### src/comparator_latch_defines.vh
// register offsets, field positions, reset values for the comparator latch block
`ifndef COMPARATOR_LATCH_DEFINES_VH
`define COMPARATOR_LATCH_DEFINES_VH
`define ADDR_COMPARATOR_TWO_CONTROL_SECOND 4'h0
`define ADDR_LATCH_CONTROL_REGISTER 4'h4
`define ADDR_LATCH_STATUS 4'h8
`define BIT_FIRST_OUTPUT_MIRROR 7
`define BIT_SECOND_OUTPUT_MIRROR 6
`define BIT_FIRST_REFERENCE_SELECT 5
`define BIT_SECOND_REFERENCE_SELECT 4
`define BIT_TIMER_GATE_SOURCE_SELECT 1
`define BIT_SECOND_OUTPUT_SYNC_ENABLE 0
`define BIT_LATCH_CONFIG_HI 7
`define BIT_LATCH_CONFIG_LO 6
`define BIT_SOFTWARE_SET_PULSE 3
`define BIT_SOFTWARE_RESET_PULSE 2
`define CTRL2_WRITE_MASK 8'h33
`define CTRL2_RESET 8'h02
`define LATCH_CTRL_WRITE_MASK 8'hc0
`define LATCH_CTRL_RESET 8'h00
`endif

### src/comparator_sr_latch_ctrl.v
// comparator set/reset latch, output routing and second comparator control register
`timescale 1ns/1ps
`include "comparator_latch_defines.vh"
////////////////////////////////////////////////////////////////////////////////
// Overview of operation
// - The block holds exactly one set/reset storage element and output selectors for the port pins.
// - Comparator outputs can set or reset the storage element as they change.
// - Software control bits can clear the element regardless of the comparator outputs, and set it while comparator two output is low.
// - Selectors pass either the latch outputs or the raw comparator outputs, per the latch configuration.
// - The element changes state on the rising edge of the system clock, without any timer clock edge.
// - Set and reset act when high; a low level on either has no effect.
// - Set is the OR of the first comparator output and a software set pulse.
// - Reset is the OR of the second comparator output and a software reset pulse.
// - With set and reset both high the element goes to reset.
// - The set and reset pulse bits clear themselves, so one write of a one does the whole operation.
// - Bit 5 set routes the programmable reference to comparator one, clear routes the fixed reference.
// - Bit 4 clear routes the fixed reference to comparator two, set routes the programmable reference.
// - Two read-only bits mirror both comparator outputs live, and reading them has no side effect.
// - Clearing the gate source bit makes the timer gate follow comparator two output.
// - With sync enabled, comparator two output is captured on the falling edge of the prescaled timer clock.
module comparator_sr_latch_ctrl (
	input wire clk,
	input wire nrst,
	input wire wb_cyc_i,
	input wire wb_stb_i,
	input wire wb_we_i,
	input wire [3:0] wb_adr_i,
	input wire [3:0] wb_sel_i,
	input wire [31:0] wb_dat_i,
	output reg [31:0] wb_dat_o,
	output reg wb_ack_o,
	input wire first_comparator_output,
	input wire second_comparator_output,
	input wire timer_clock,
	output reg first_port_out,
	output reg second_port_out,
	output reg first_reference_input,
	output reg second_reference_input,
	output reg timer_gate_from_comparator,
	output reg synchronized_second_output
);
	////////////////////////////////////////////////////////////////////////////////
	// registers
	reg [7:0] comparator_two_control_second;
	reg [7:0] latch_control_register;
	reg software_set_pulse;
	reg software_reset_pulse;
	reg timer_clock_d;
	reg next_sync_out;
	wire latch_q;
	wire sel_first;
	wire sel_second;
	wire bus_req;
	wire wr_lane0;
	wire set_in;
	wire reset_in;
	wire timer_fall;
	wire [7:0] ctrl2_read;

	assign bus_req = wb_cyc_i & wb_stb_i & ~wb_ack_o;
	assign wr_lane0 = bus_req & wb_we_i & wb_sel_i[0];

	////////////////////////////////////////////////////////////////////////////////
	// wishbone slave: one-cycle wait, ack one cycle
	always @(posedge clk) begin
		if (!nrst) begin
			wb_ack_o <= 1'b0;
		end else begin
			wb_ack_o <= bus_req;
		end
	end

	// writable bits only; unimplemented positions stay zero
	always @(posedge clk) begin
		if (!nrst) begin
			comparator_two_control_second <= `CTRL2_RESET;
			latch_control_register <= `LATCH_CTRL_RESET;
		end else if (wr_lane0) begin
			if (wb_adr_i == `ADDR_COMPARATOR_TWO_CONTROL_SECOND) begin
				comparator_two_control_second <= wb_dat_i[7:0] & `CTRL2_WRITE_MASK;
			end else if (wb_adr_i == `ADDR_LATCH_CONTROL_REGISTER) begin
				latch_control_register <= wb_dat_i[7:0] & `LATCH_CTRL_WRITE_MASK;
			end
		end
	end

	// pulse bits live one cycle then clear; no hold means no stuck latch force
	always @(posedge clk) begin
		if (!nrst) begin
			software_set_pulse <= 1'b0;
			software_reset_pulse <= 1'b0;
		end else begin
			software_set_pulse <= wr_lane0 && (wb_adr_i == `ADDR_LATCH_CONTROL_REGISTER) &&
				wb_dat_i[`BIT_SOFTWARE_SET_PULSE];
			software_reset_pulse <= wr_lane0 && (wb_adr_i == `ADDR_LATCH_CONTROL_REGISTER) &&
				wb_dat_i[`BIT_SOFTWARE_RESET_PULSE];
		end
	end

	// mirrors are live; reading has no side effect at all
	assign ctrl2_read = {first_comparator_output, second_comparator_output,
		comparator_two_control_second[5:0]};

	// read mux, unmapped reads return zero
	always @(posedge clk) begin
		if (!nrst) begin
			wb_dat_o <= 32'h0;
		end else if (bus_req && !wb_we_i) begin
			if (wb_adr_i == `ADDR_COMPARATOR_TWO_CONTROL_SECOND) begin
				wb_dat_o <= {24'h0, ctrl2_read};
			end else if (wb_adr_i == `ADDR_LATCH_CONTROL_REGISTER) begin
				wb_dat_o <= {24'h0, latch_control_register}; // pulse bits read zero
			end else if (wb_adr_i == `ADDR_LATCH_STATUS) begin
				wb_dat_o <= {31'h0, latch_q};
			end else begin
				wb_dat_o <= 32'h0;
			end
		end
	end

	////////////////////////////////////////////////////////////////////////////////
	// latch core
	assign set_in = first_comparator_output | software_set_pulse;
	assign reset_in = second_comparator_output | software_reset_pulse;

	// single storage element, no timer clock involved
	sr_storage u_storage (
		.clk(clk),
		.nrst(nrst),
		.set_in(set_in),
		.reset_in(reset_in),
		.q(latch_q)
	);

	output_select u_select (
		.config_sel({latch_control_register[`BIT_LATCH_CONFIG_HI], latch_control_register[`BIT_LATCH_CONFIG_LO]}),
		.first_comparator_output(first_comparator_output),
		.second_comparator_output(second_comparator_output),
		.latch_q(latch_q),
		.first_port_out(sel_first),
		.second_port_out(sel_second)
	);

	////////////////////////////////////////////////////////////////////////////////
	// timer clock falling edge, timer clock treated as synchronous input
	assign timer_fall = timer_clock_d & ~timer_clock;

	always @* begin
		next_sync_out = synchronized_second_output;
		if (!comparator_two_control_second[`BIT_SECOND_OUTPUT_SYNC_ENABLE]) begin
			next_sync_out = second_comparator_output;
		end else if (timer_fall) begin
			next_sync_out = second_comparator_output;
		end
	end

	always @(posedge clk) begin
		if (!nrst) begin
			timer_clock_d <= 1'b0;
			synchronized_second_output <= 1'b0;
		end else begin
			timer_clock_d <= timer_clock;
			synchronized_second_output <= next_sync_out;
		end
	end

	// registered outputs: port routing, reference selects, gate
	always @(posedge clk) begin
		if (!nrst) begin
			first_port_out <= 1'b0;
			second_port_out <= 1'b0;
			first_reference_input <= 1'b0;
			second_reference_input <= 1'b0;
			timer_gate_from_comparator <= 1'b0;
		end else begin
			first_port_out <= sel_first;
			second_port_out <= sel_second;
			first_reference_input <= comparator_two_control_second[`BIT_FIRST_REFERENCE_SELECT];
			second_reference_input <= comparator_two_control_second[`BIT_SECOND_REFERENCE_SELECT];
			timer_gate_from_comparator <= ~comparator_two_control_second[`BIT_TIMER_GATE_SOURCE_SELECT];
		end
	end
endmodule

### src/sr_storage.v
// reset-dominant set/reset storage element, clocked model
`timescale 1ns/1ps
module sr_storage (
	input wire clk,
	input wire nrst,
	input wire set_in,
	input wire reset_in,
	output reg q
);
	// reset wins over set; low inputs hold state
	always @(posedge clk) begin
		if (!nrst) begin
			q <= 1'b0;
		end else if (reset_in) begin
			q <= 1'b0;
		end else if (set_in) begin
			q <= 1'b1;
		end
	end
endmodule

### src/output_select.v
// output selector: comparator outputs or latch outputs per configuration
`timescale 1ns/1ps
module output_select (
	input wire [1:0] config_sel,
	input wire first_comparator_output,
	input wire second_comparator_output,
	input wire latch_q,
	output wire first_port_out,
	output wire second_port_out
);
	// bit 0 steers the first pin to q, bit 1 steers the second pin to not q
	assign first_port_out = config_sel[0] ? latch_q : first_comparator_output;
	assign second_port_out = config_sel[1] ? ~latch_q : second_comparator_output;
endmodule

### config.mk
export PLATFORM = sky130hd
export DESIGN_NAME = comparator_sr_latch_ctrl
export DESIGN_NICKNAME = d
export VERILOG_FILES = /design/src/comparator_sr_latch_ctrl.v /design/src/sr_storage.v /design/src/output_select.v
export VERILOG_INCLUDE_DIRS = /design/src /design/src/src
export SDC_FILE = /design/constraint.sdc
export NUM_CORES = 1
export LEC_CHECK = 0
export BUFFER_PORTS_ARGS = -buffer_cell sky130_fd_sc_hd__buf_2
export CAP_MARGIN = 20
export CORE_ASPECT_RATIO = 0.8
export CORE_MARGIN = 2
export CORE_UTILIZATION = 39
export DETAILED_ROUTE_END_ITERATION = 10
export MAX_ROUTING_LAYER = met4
export PLACE_DENSITY_LB_ADDON = 0.08
export SYNTH_ARGS = -nofsm -noshare
export SYNTH_HDL_FRONTEND = slang
export SYNTH_HIERARCHICAL = 1
export SYNTH_SLANG_ARGS = --single-unit
### constraint.sdc
create_clock -name clk -period 1.7 [get_ports clk]
set_clock_uncertainty 0.2 [all_clocks]
set_input_delay 0.085 -clock clk [delete_from_list [all_inputs] [get_ports clk]]
set_output_delay 0.085 -clock clk [all_outputs]
set_load 0.01 [all_outputs]
==> results.sh, run 1 <==
export IMPL_status="finished, final reports clean"
export IMPL_hold_class="in2reg"
export IMPL_cp_slowest_cell="dlygate4sd3_1"
export IMPL_viasPerCell=4.21
export IMPL_synth_top_area_share_pct=40.6
export IMPL_wl_um=2120
export IMPL_ys_seq_area_share_pct=40.6
export IMPL_ir_worst_vdd_mv=0.501
export IMPL_rrSetupSlack_ps=170
export IMPL_path_max_fanout=19
export IMPL_post_place_ws_ps=252
export IMPL_grt_pass1_vias=817
export IMPL_reg2reg_depth=3
export IMPL_holdPathEnd="comparator_two_control_second[1]$_SDFFE_PN1P_"
export IMPL_grt_max_degree=20
export IMPL_crit_required_ps=1740
export IMPL_yosysUniqueCellTypes=28
export IMPL_final_hold_violation_count=0
export IMPL_die_h_um=52.3
export IMPL_setup_worst_path_end_class="register"
export IMPL_crit_path_start_kind="input port"
export IMPL_syn_cell_area_um2=1130
export IMPL_synth_cells=119
export IMPL_overflow=0
export IMPL_critPathMaxStageDelay_ps=560
export IMPL_maxCapViolations=0
export IMPL_place_inst=189
export IMPL_ant_nets=0
export IMPL_rsz0062_at_grt="false"
export IMPL_clockBufferDepth=2
export IMPL_timing_rr_start="wb_ack_o$_SDFF_PN0_"
export IMPL_io_pin_count=87
export IMPL_fmax_mhz=630
export IMPL_fin_setup_tns_ps=0
export IMPL_synth_warnings=6
export IMPL_core_um2=2770
export IMPL_cts_tree="done"
export IMPL_synth_top_area_cell="dfxtp_1"
export IMPL_dieArea_um2=3360
export IMPL_power_density_nw_per_um2=639
export IMPL_period_minus_slack_ps=1590
export IMPL_routabilityCongestion=0.753
export IMPL_fin_ws_ps=114
export IMPL_io_buffers=33
export IMPL_synth_seq_cells=23
export IMPL_row_count=17
export IMPL_crit_top_cell="dlygate4sd3_1"
export IMPL_min_delay_path_depth=4
export IMPL_clockRootBuffer="clkbuf_4"
export IMPL_hp_start="wb_sel_i[0]"
export IMPL_critPathKind="in2reg"
export IMPL_dp_hpwl_um=1550
export IMPL_netlist_top_cells_area="dfxtp_1 (41%), buf_4 (17%), mux2i_1 (6.2%)"
export IMPL_antenna_found_initial=0
export IMPL_grt_pass1_wl_um=3480
export IMPL_drcViolationCount=0
export IMPL_dieWidth_um=64.3
export IMPL_crit_arrival_ps=1630
export IMPL_synth_avg_cell_area_um2=9.54
export IMPL_rr_endpoint="wb_ack_o$_SDFF_PN0_"
export IMPL_final_common_cell="buf_2"
export IMPL_drt_first_pass_iters=4
export IMPL_cts_sinks=23
export IMPL_fin_crit_sh_pct=93.3
export IMPL_finalMaxSlewViolations=0
export IMPL_crit_chain="dlygate4sd3_1 -> clkbuf_4 -> nand2_1 -> dlygate4sd3_1 -> mux2i_1"
export IMPL_clk_latency_ps=300
export IMPL_h_tree_depth=1
export IMPL_first_iter_violations=8
export IMPL_area_delta_synth_final_pct=30.8
export IMPL_stdcell_count=215
export IMPL_setup_viol=0
export IMPL_final_nets=226
export IMPL_clk_pin_slew_worst_paths_ps=120
export IMPL_wire_per_inst_um=9.86
export IMPL_layout_common_cells="buf_2 (32), conb_1 (26), dfxtp_1 (23)"
export IMPL_initial_core_util_pct=41.0
export IMPL_n_antenna_cell=0
export IMPL_cts_buffers=3
export IMPL_layout_drive_gt1_share_pct=27.7
export IMPL_grtUsageTotal_pct=14.1
export IMPL_cellLeakagePower_nw=0.696
export IMPL_via_count=905
[state kept, by name, indices dropped and copies added, names as in the netlist]
name and flops:
comparator_two_control_second 4, first_port_out 1, first_reference_input 1, latch_control_register 2, second_port_out 1, second_reference_input 1
software_reset_pulse 1, software_set_pulse 1, synchronized_second_output 1, timer_clock_d 1, timer_gate_from_comparator 1, u_storage/q 1
wb_ack_o 1, wb_dat_o 6
[power breakdown]
part / total (mW) / switching, mW / internal, mW
logic: 0.156 / 0.0795 / 0.0763
registers: 0.553 / 0.00429 / 0.549
clock network: 0.239 / 0.148 / 0.0913
total: 0.948 / 0.232 / 0.716
[cell type report]
type                            instances  area [µm²]
Tap cell                               38        47.5
Clock buffer                            4        26.3
Sequential cell                        23         460
Multi-Input combinational cell         88         528
Inverter                                5        18.8
Fill cell                             278        1280
Timing Repair Buffer                   57         403
[metal layers]
layer | vias up | track usage, % | wire [µm]
met1 | 400 | 16.0 | 938
met3 | 2 | 4.09 | 175
li1 | 458 | - | -
met2 | 45 | 24.5 | 981
met5 | - | - | 0
met4 | 0 | 4.26 | 23
[what timing repair did]
action                                 in CTS  in global routing
setup buffers                               0                  0
hold buffers                               21                  2
resized for setup                           0                  1
setup endpoints to repair                   0                  4
endpoints found under the hold margin      19                  1
[worst max-delay path by stage]
stage / startpoint / to / slack (ps) / cells after the start
2_1_floorplan: wb_ack_o$_SDFF_PN0_ / comparator_two_control_second[0]$_SDFFE_PN0P_ / 340 / 3
3_3_place_gp: wb_ack_o$_SDFF_PN0_ / latch_control_register[6]$_SDFFE_PN0P_ / 250 / 3
5_1_grt: nrst / latch_control_register[7]$_SDFFE_PN0P_ / 20 / 5
4_1_cts: wb_adr_i[2] / wb_dat_o[0]$_SDFFE_PN0P_ / 70 / 6
6_report: nrst / latch_control_register[7]$_SDFFE_PN0P_ / 110 / 5
3_5_place_dp: wb_ack_o$_SDFF_PN0_ / latch_control_register[7]$_SDFFE_PN0P_ / 250 / 3
[worst max-delay path: cells and delay by family]
kind,cells,cell delay (ps)
buffers and inverters,3,1340
and+or+nand+nor,1,80
muxes,1,120
[synthesized netlist by cell type]
cell and instances:
buf_4 26, dfxtp_1 23, nand2_1 15, mux2i_1 7, nor2_1 6, a21oi_1 5, inv_1 5, nand3_1 4
and2_1 3, o21ai_0 3, a221oi_1 2, and3_1 2, nor3b_2 2, or2_2 2, and4bb_2 1, buf_6 1
buf_8 1, conb_1 1, mux2_2 1, mux2_4 1, nand3b_1 1, nand3b_2 1, nand4bb_1 1, nor2b_1 1
nor3_1 1, nor3b_4 1, nor4_4 1, nor4b_2 1
[metrics by stage]
stage	cell area, µm²	util, %	total power, mW	hold slack [ps]
CTS	1470	53.2	0.962	48.1
detailed placement	1230	44.7	0.681	110
floorplan	1230	-	0.683	6.71
global placement	1230	44.7	0.679	105
global route	1480	53.7	1.00	64.2
finish	1480	53.7	0.948	62.6
[cell families (layout without fill, tap and decap cells)]
group	after synthesis	count (layout)	share of synthesized area, %
buf+inv	33	66	21.2
simple gates	43	43	24.4
compound gates	10	10	5.07
flops	23	23	40.6
other cells	1	26	0.330
mux	9	9	8.49
Note: power is estimated with default switching activity, not from simulation.
==> run 2: changes to the inputs <==
--- a/config.mk
+++ b/config.mk
@@ -10,11 +10,10 @@
 export CAP_MARGIN = 20
 export CORE_ASPECT_RATIO = 0.8
 export CORE_MARGIN = 2
-export CORE_UTILIZATION = 39
+export CORE_UTILIZATION = 35
 export DETAILED_ROUTE_END_ITERATION = 10
 export MAX_ROUTING_LAYER = met4
 export PLACE_DENSITY_LB_ADDON = 0.08
 export SYNTH_ARGS = -nofsm -noshare
 export SYNTH_HDL_FRONTEND = slang
-export SYNTH_HIERARCHICAL = 1
 export SYNTH_SLANG_ARGS = --single-unit
==> run 2 against run 1 <==
First-iteration DRC count down 13%. Critical path depth up 1. Hold slack better by 7.7 ps. Clock power up 42%. Fmax down 4.5%. Critical endpoint is now wb_dat_o[0]$_SDFFE_PN0P_. Utilization down 5.5 points. Largest cell class unchanged. Synthesized cell count down 1.7%. Total power up 10%.
==> results.sh, run 2 <==
export IMPL_yosys_top_cells_count="buf_4 (26), dfxtp_1 (23), nand2_1 (15), mux2i_1 (7), nor2_1 (7)"
export IMPL_syn_cell_area_um2=1090
export IMPL_synth_edf_count=0
export IMPL_period_minus_slack_ps=1660
export IMPL_reg_top3="wb_dat_o x6, comparator_two_control_second x4, latch_control_register x2"
export IMPL_ant_nets=0
export IMPL_synth_warnings=0
export IMPL_clk_latency_ps=260
export IMPL_setup_worst_path_end_class="register"
export IMPL_n_antenna_cell=0
export IMPL_drcViolationCount=0
export IMPL_synth_seq_cells=23
export IMPL_p_sw_uw=262
export IMPL_initial_core_util_pct=35.9
export IMPL_first_iter_violations=7
export IMPL_overflow=0
export IMPL_layout_drive_gt1_share_pct=26.6
export IMPL_layout_common_cells="buf_2 (33), conb_1 (26), dfxtp_1 (23)"
export IMPL_grt_pass1_vias=780
export IMPL_crit_path_start_kind="input port"
export IMPL_rrSetupSlack_ps=230
export IMPL_ys_seq_area_share_pct=42.2
export IMPL_yosysMostFrequentCell="buf_4"
export IMPL_synth_fa_ha_area_share_pct=0
export IMPL_cellLeakagePower_nw=0.696
export IMPL_yosysUniqueCellTypes=28
export IMPL_synth_avg_cell_area_um2=9.34
export IMPL_wl_um=2330
export IMPL_cts_tree="done"
export IMPL_status="finished, final reports clean"
export IMPL_final_common_cell="buf_2"
export IMPL_grtUsageTotal_pct=13.9
export IMPL_synth_top_area_cell="dfxtp_1"
export IMPL_clockBufferDepth=2
export IMPL_row_count=18
export IMPL_die_h_um=54.0
export IMPL_synth_cells=117
export IMPL_h_tree_depth=1
export IMPL_synth_top_family_by_area="simple AND/OR/NAND/NOR gates"
export IMPL_dp_hpwl_um=1620
export IMPL_synth_area_mux_share_pct=7.45
export IMPL_total_power_mw=1.04
export IMPL_area_delta_synth_final_pct=34.1
export IMPL_hold_class="in2reg"
export IMPL_final_nets=222
export IMPL_dieArea_um2=3590
export IMPL_maxCapViolations=0
export IMPL_p_int_uw=781
export IMPL_synth_top_area_share_pct=42.2
export IMPL_path_max_fanout=4
export IMPL_wire_per_inst_um=10.9
export IMPL_max_flop_register="wb_dat_o"
export IMPL_clockPowerShare_pct=32.5
export IMPL_comb_power_share_pct=14.4
export IMPL_p_seq_share_pct=53.1
export IMPL_cts_sinks=23
export IMPL_cts_buffers=3
export IMPL_routabilityCongestion=0.729
export IMPL_fmax_mhz=602
export IMPL_async_flop_share_pct=0
export IMPL_crit_arrival_ps=1660
export IMPL_grt_pass1_wl_um=3480
export IMPL_antenna_found_initial=0
export IMPL_post_place_ws_ps=141
export IMPL_yosys_area_share_simple_pct=24.2
export IMPL_final_hold_violation_count=0
export IMPL_viasPerCell=4.23
export IMPL_largest_register_ffs=6
export IMPL_crit_required_ps=1700
export IMPL_synthXorXnorAreaFrac_pct=0
export IMPL_critPathKind="in2reg"
export IMPL_clockRootBuffer="clkbuf_8"
export IMPL_via_count=900
export IMPL_ir_worst_vdd_mv=0.406
export IMPL_synth_main_ff_cell="dfxtp_1"
export IMPL_finalMaxSlewViolations=0
export IMPL_dieWidth_um=66.5
export IMPL_netlist_top_cells_area="dfxtp_1 (42%), buf_4 (18%), mux2i_1 (6.4%)"
export IMPL_drt_first_pass_iters=4
export IMPL_grt_max_degree=14
export IMPL_fin_ws_ps=39.7
export IMPL_io_buffers=33
export IMPL_clk_pin_slew_worst_paths_ps=80
export IMPL_synth_compound_area_share_pct=5.96
export IMPL_io_pin_count=87
export IMPL_power_share_switching_pct=25.1
export IMPL_setup_viol=0
export IMPL_fin_crit_sh_pct=97.7
export IMPL_core_um2=3040
export IMPL_power_density_nw_per_um2=712
-- run 2: cell types whose count changed after synthesis, sizes merged, moves of 2 or more --
| cell | before | now |
|---|---|---|
| or2 | 2 | 0 |
| buf | 28 | 26 |
| nor3b | 3 | 1 |
| clkbuf | 0 | 2 |
| and2 | 3 | 1 |
| nor3 | 1 | 3 |
-- run 2: cells by family (layout without fill, tap and decap cells) --
logic type / count (synthesis) / after routing
mux: 8 / 8
buf+inv: 32 / 63
simple gates: 42 / 42
flops: 23 / 23
other cells: 1 / 26
compound gates: 11 / 11
-- run 2: worst paths after layout --
kind,start,endpoint,depth (start not counted)
worst max-delay path,wb_adr_i[0],wb_dat_o[0]$_SDFFE_PN0P_,6
worst min-delay path,wb_stb_i,comparator_two_control_second[5]$_SDFFE_PN0P_,4
worst max register to register,u_storage.q$_SDFFE_PP0P_,u_storage.q$_SDFFE_PP0P_,3
worst min register to register,comparator_two_control_second[1]$_SDFFE_PN1P_,timer_gate_from_comparator$_SDFF_PN0_,1
-- run 2: worst max-delay path, cell delays in order --
cell and delay (ps):
buf_2 130, dlygate4sd3_1 570, nor3_2 110, dlygate4sd3_1 560, nand3_1 80, a21oi_1 120
-- run 2: what timing repair did --
action                                  4_1_cts  5_1_grt
endpoints found under the hold margin        17        0
hold buffers                                 20        0
endpoints found under the setup margin        0        1
gates resized for setup                       0        1
setup buffers                                 0        0
-- run 2: power by group through the flow --
stage / registers, mW / clock network, mW / logic, mW
detailed placement: 0.566 / 0 / 0.113
global route: 0.555 / 0.368 / 0.167
floorplan: 0.569 / 0 / 0.105
CTS: 0.553 / 0.348 / 0.149
finish: 0.553 / 0.339 / 0.150
global placement: 0.566 / 0 / 0.111
-- run 2: area by class of cell --
cell class | count | area [µm²]
clock buffer | 3 | 41.3
timing repair buffer | 55 | 380
multi-input combinational | 87 | 513
fill | 307 | 1580
clock inverter | 1 | 5.00
sequential | 23 | 460
tap | 40 | 50.0
inverter | 4 | 15.0
-- run 2: metrics by stage --
| step | cells | TNS (ps) | utilization (%) | cell area (µm²) | hold slack [ps] |
|---|---|---|---|---|---|
| 2_1_floorplan | 142 | 0 | - | 1190 | -36.7 |
| 3_3_place_gp | 189 | 0 | 39.9 | 1210 | 105 |
| 3_5_place_dp | 189 | 0 | 39.9 | 1210 | 109 |
| 4_1_cts | 213 | 0 | 48.0 | 1460 | 65.9 |
| 5_1_grt | 213 | -16.2 | 48.2 | 1470 | 74.2 |
| 6_report | 213 | 0 | 48.2 | 1470 | 70.3 |
-- run 2: per-layer routing --
| metal | global-route usage (%) | wire length, µm |
|---|---|---|
| met5 | - | 0 |
| met4 | 4.08 | 10 |
| met3 | 4.39 | 157 |
| met2 | 21.5 | 1050 |
| met1 | 17.4 | 1110 |
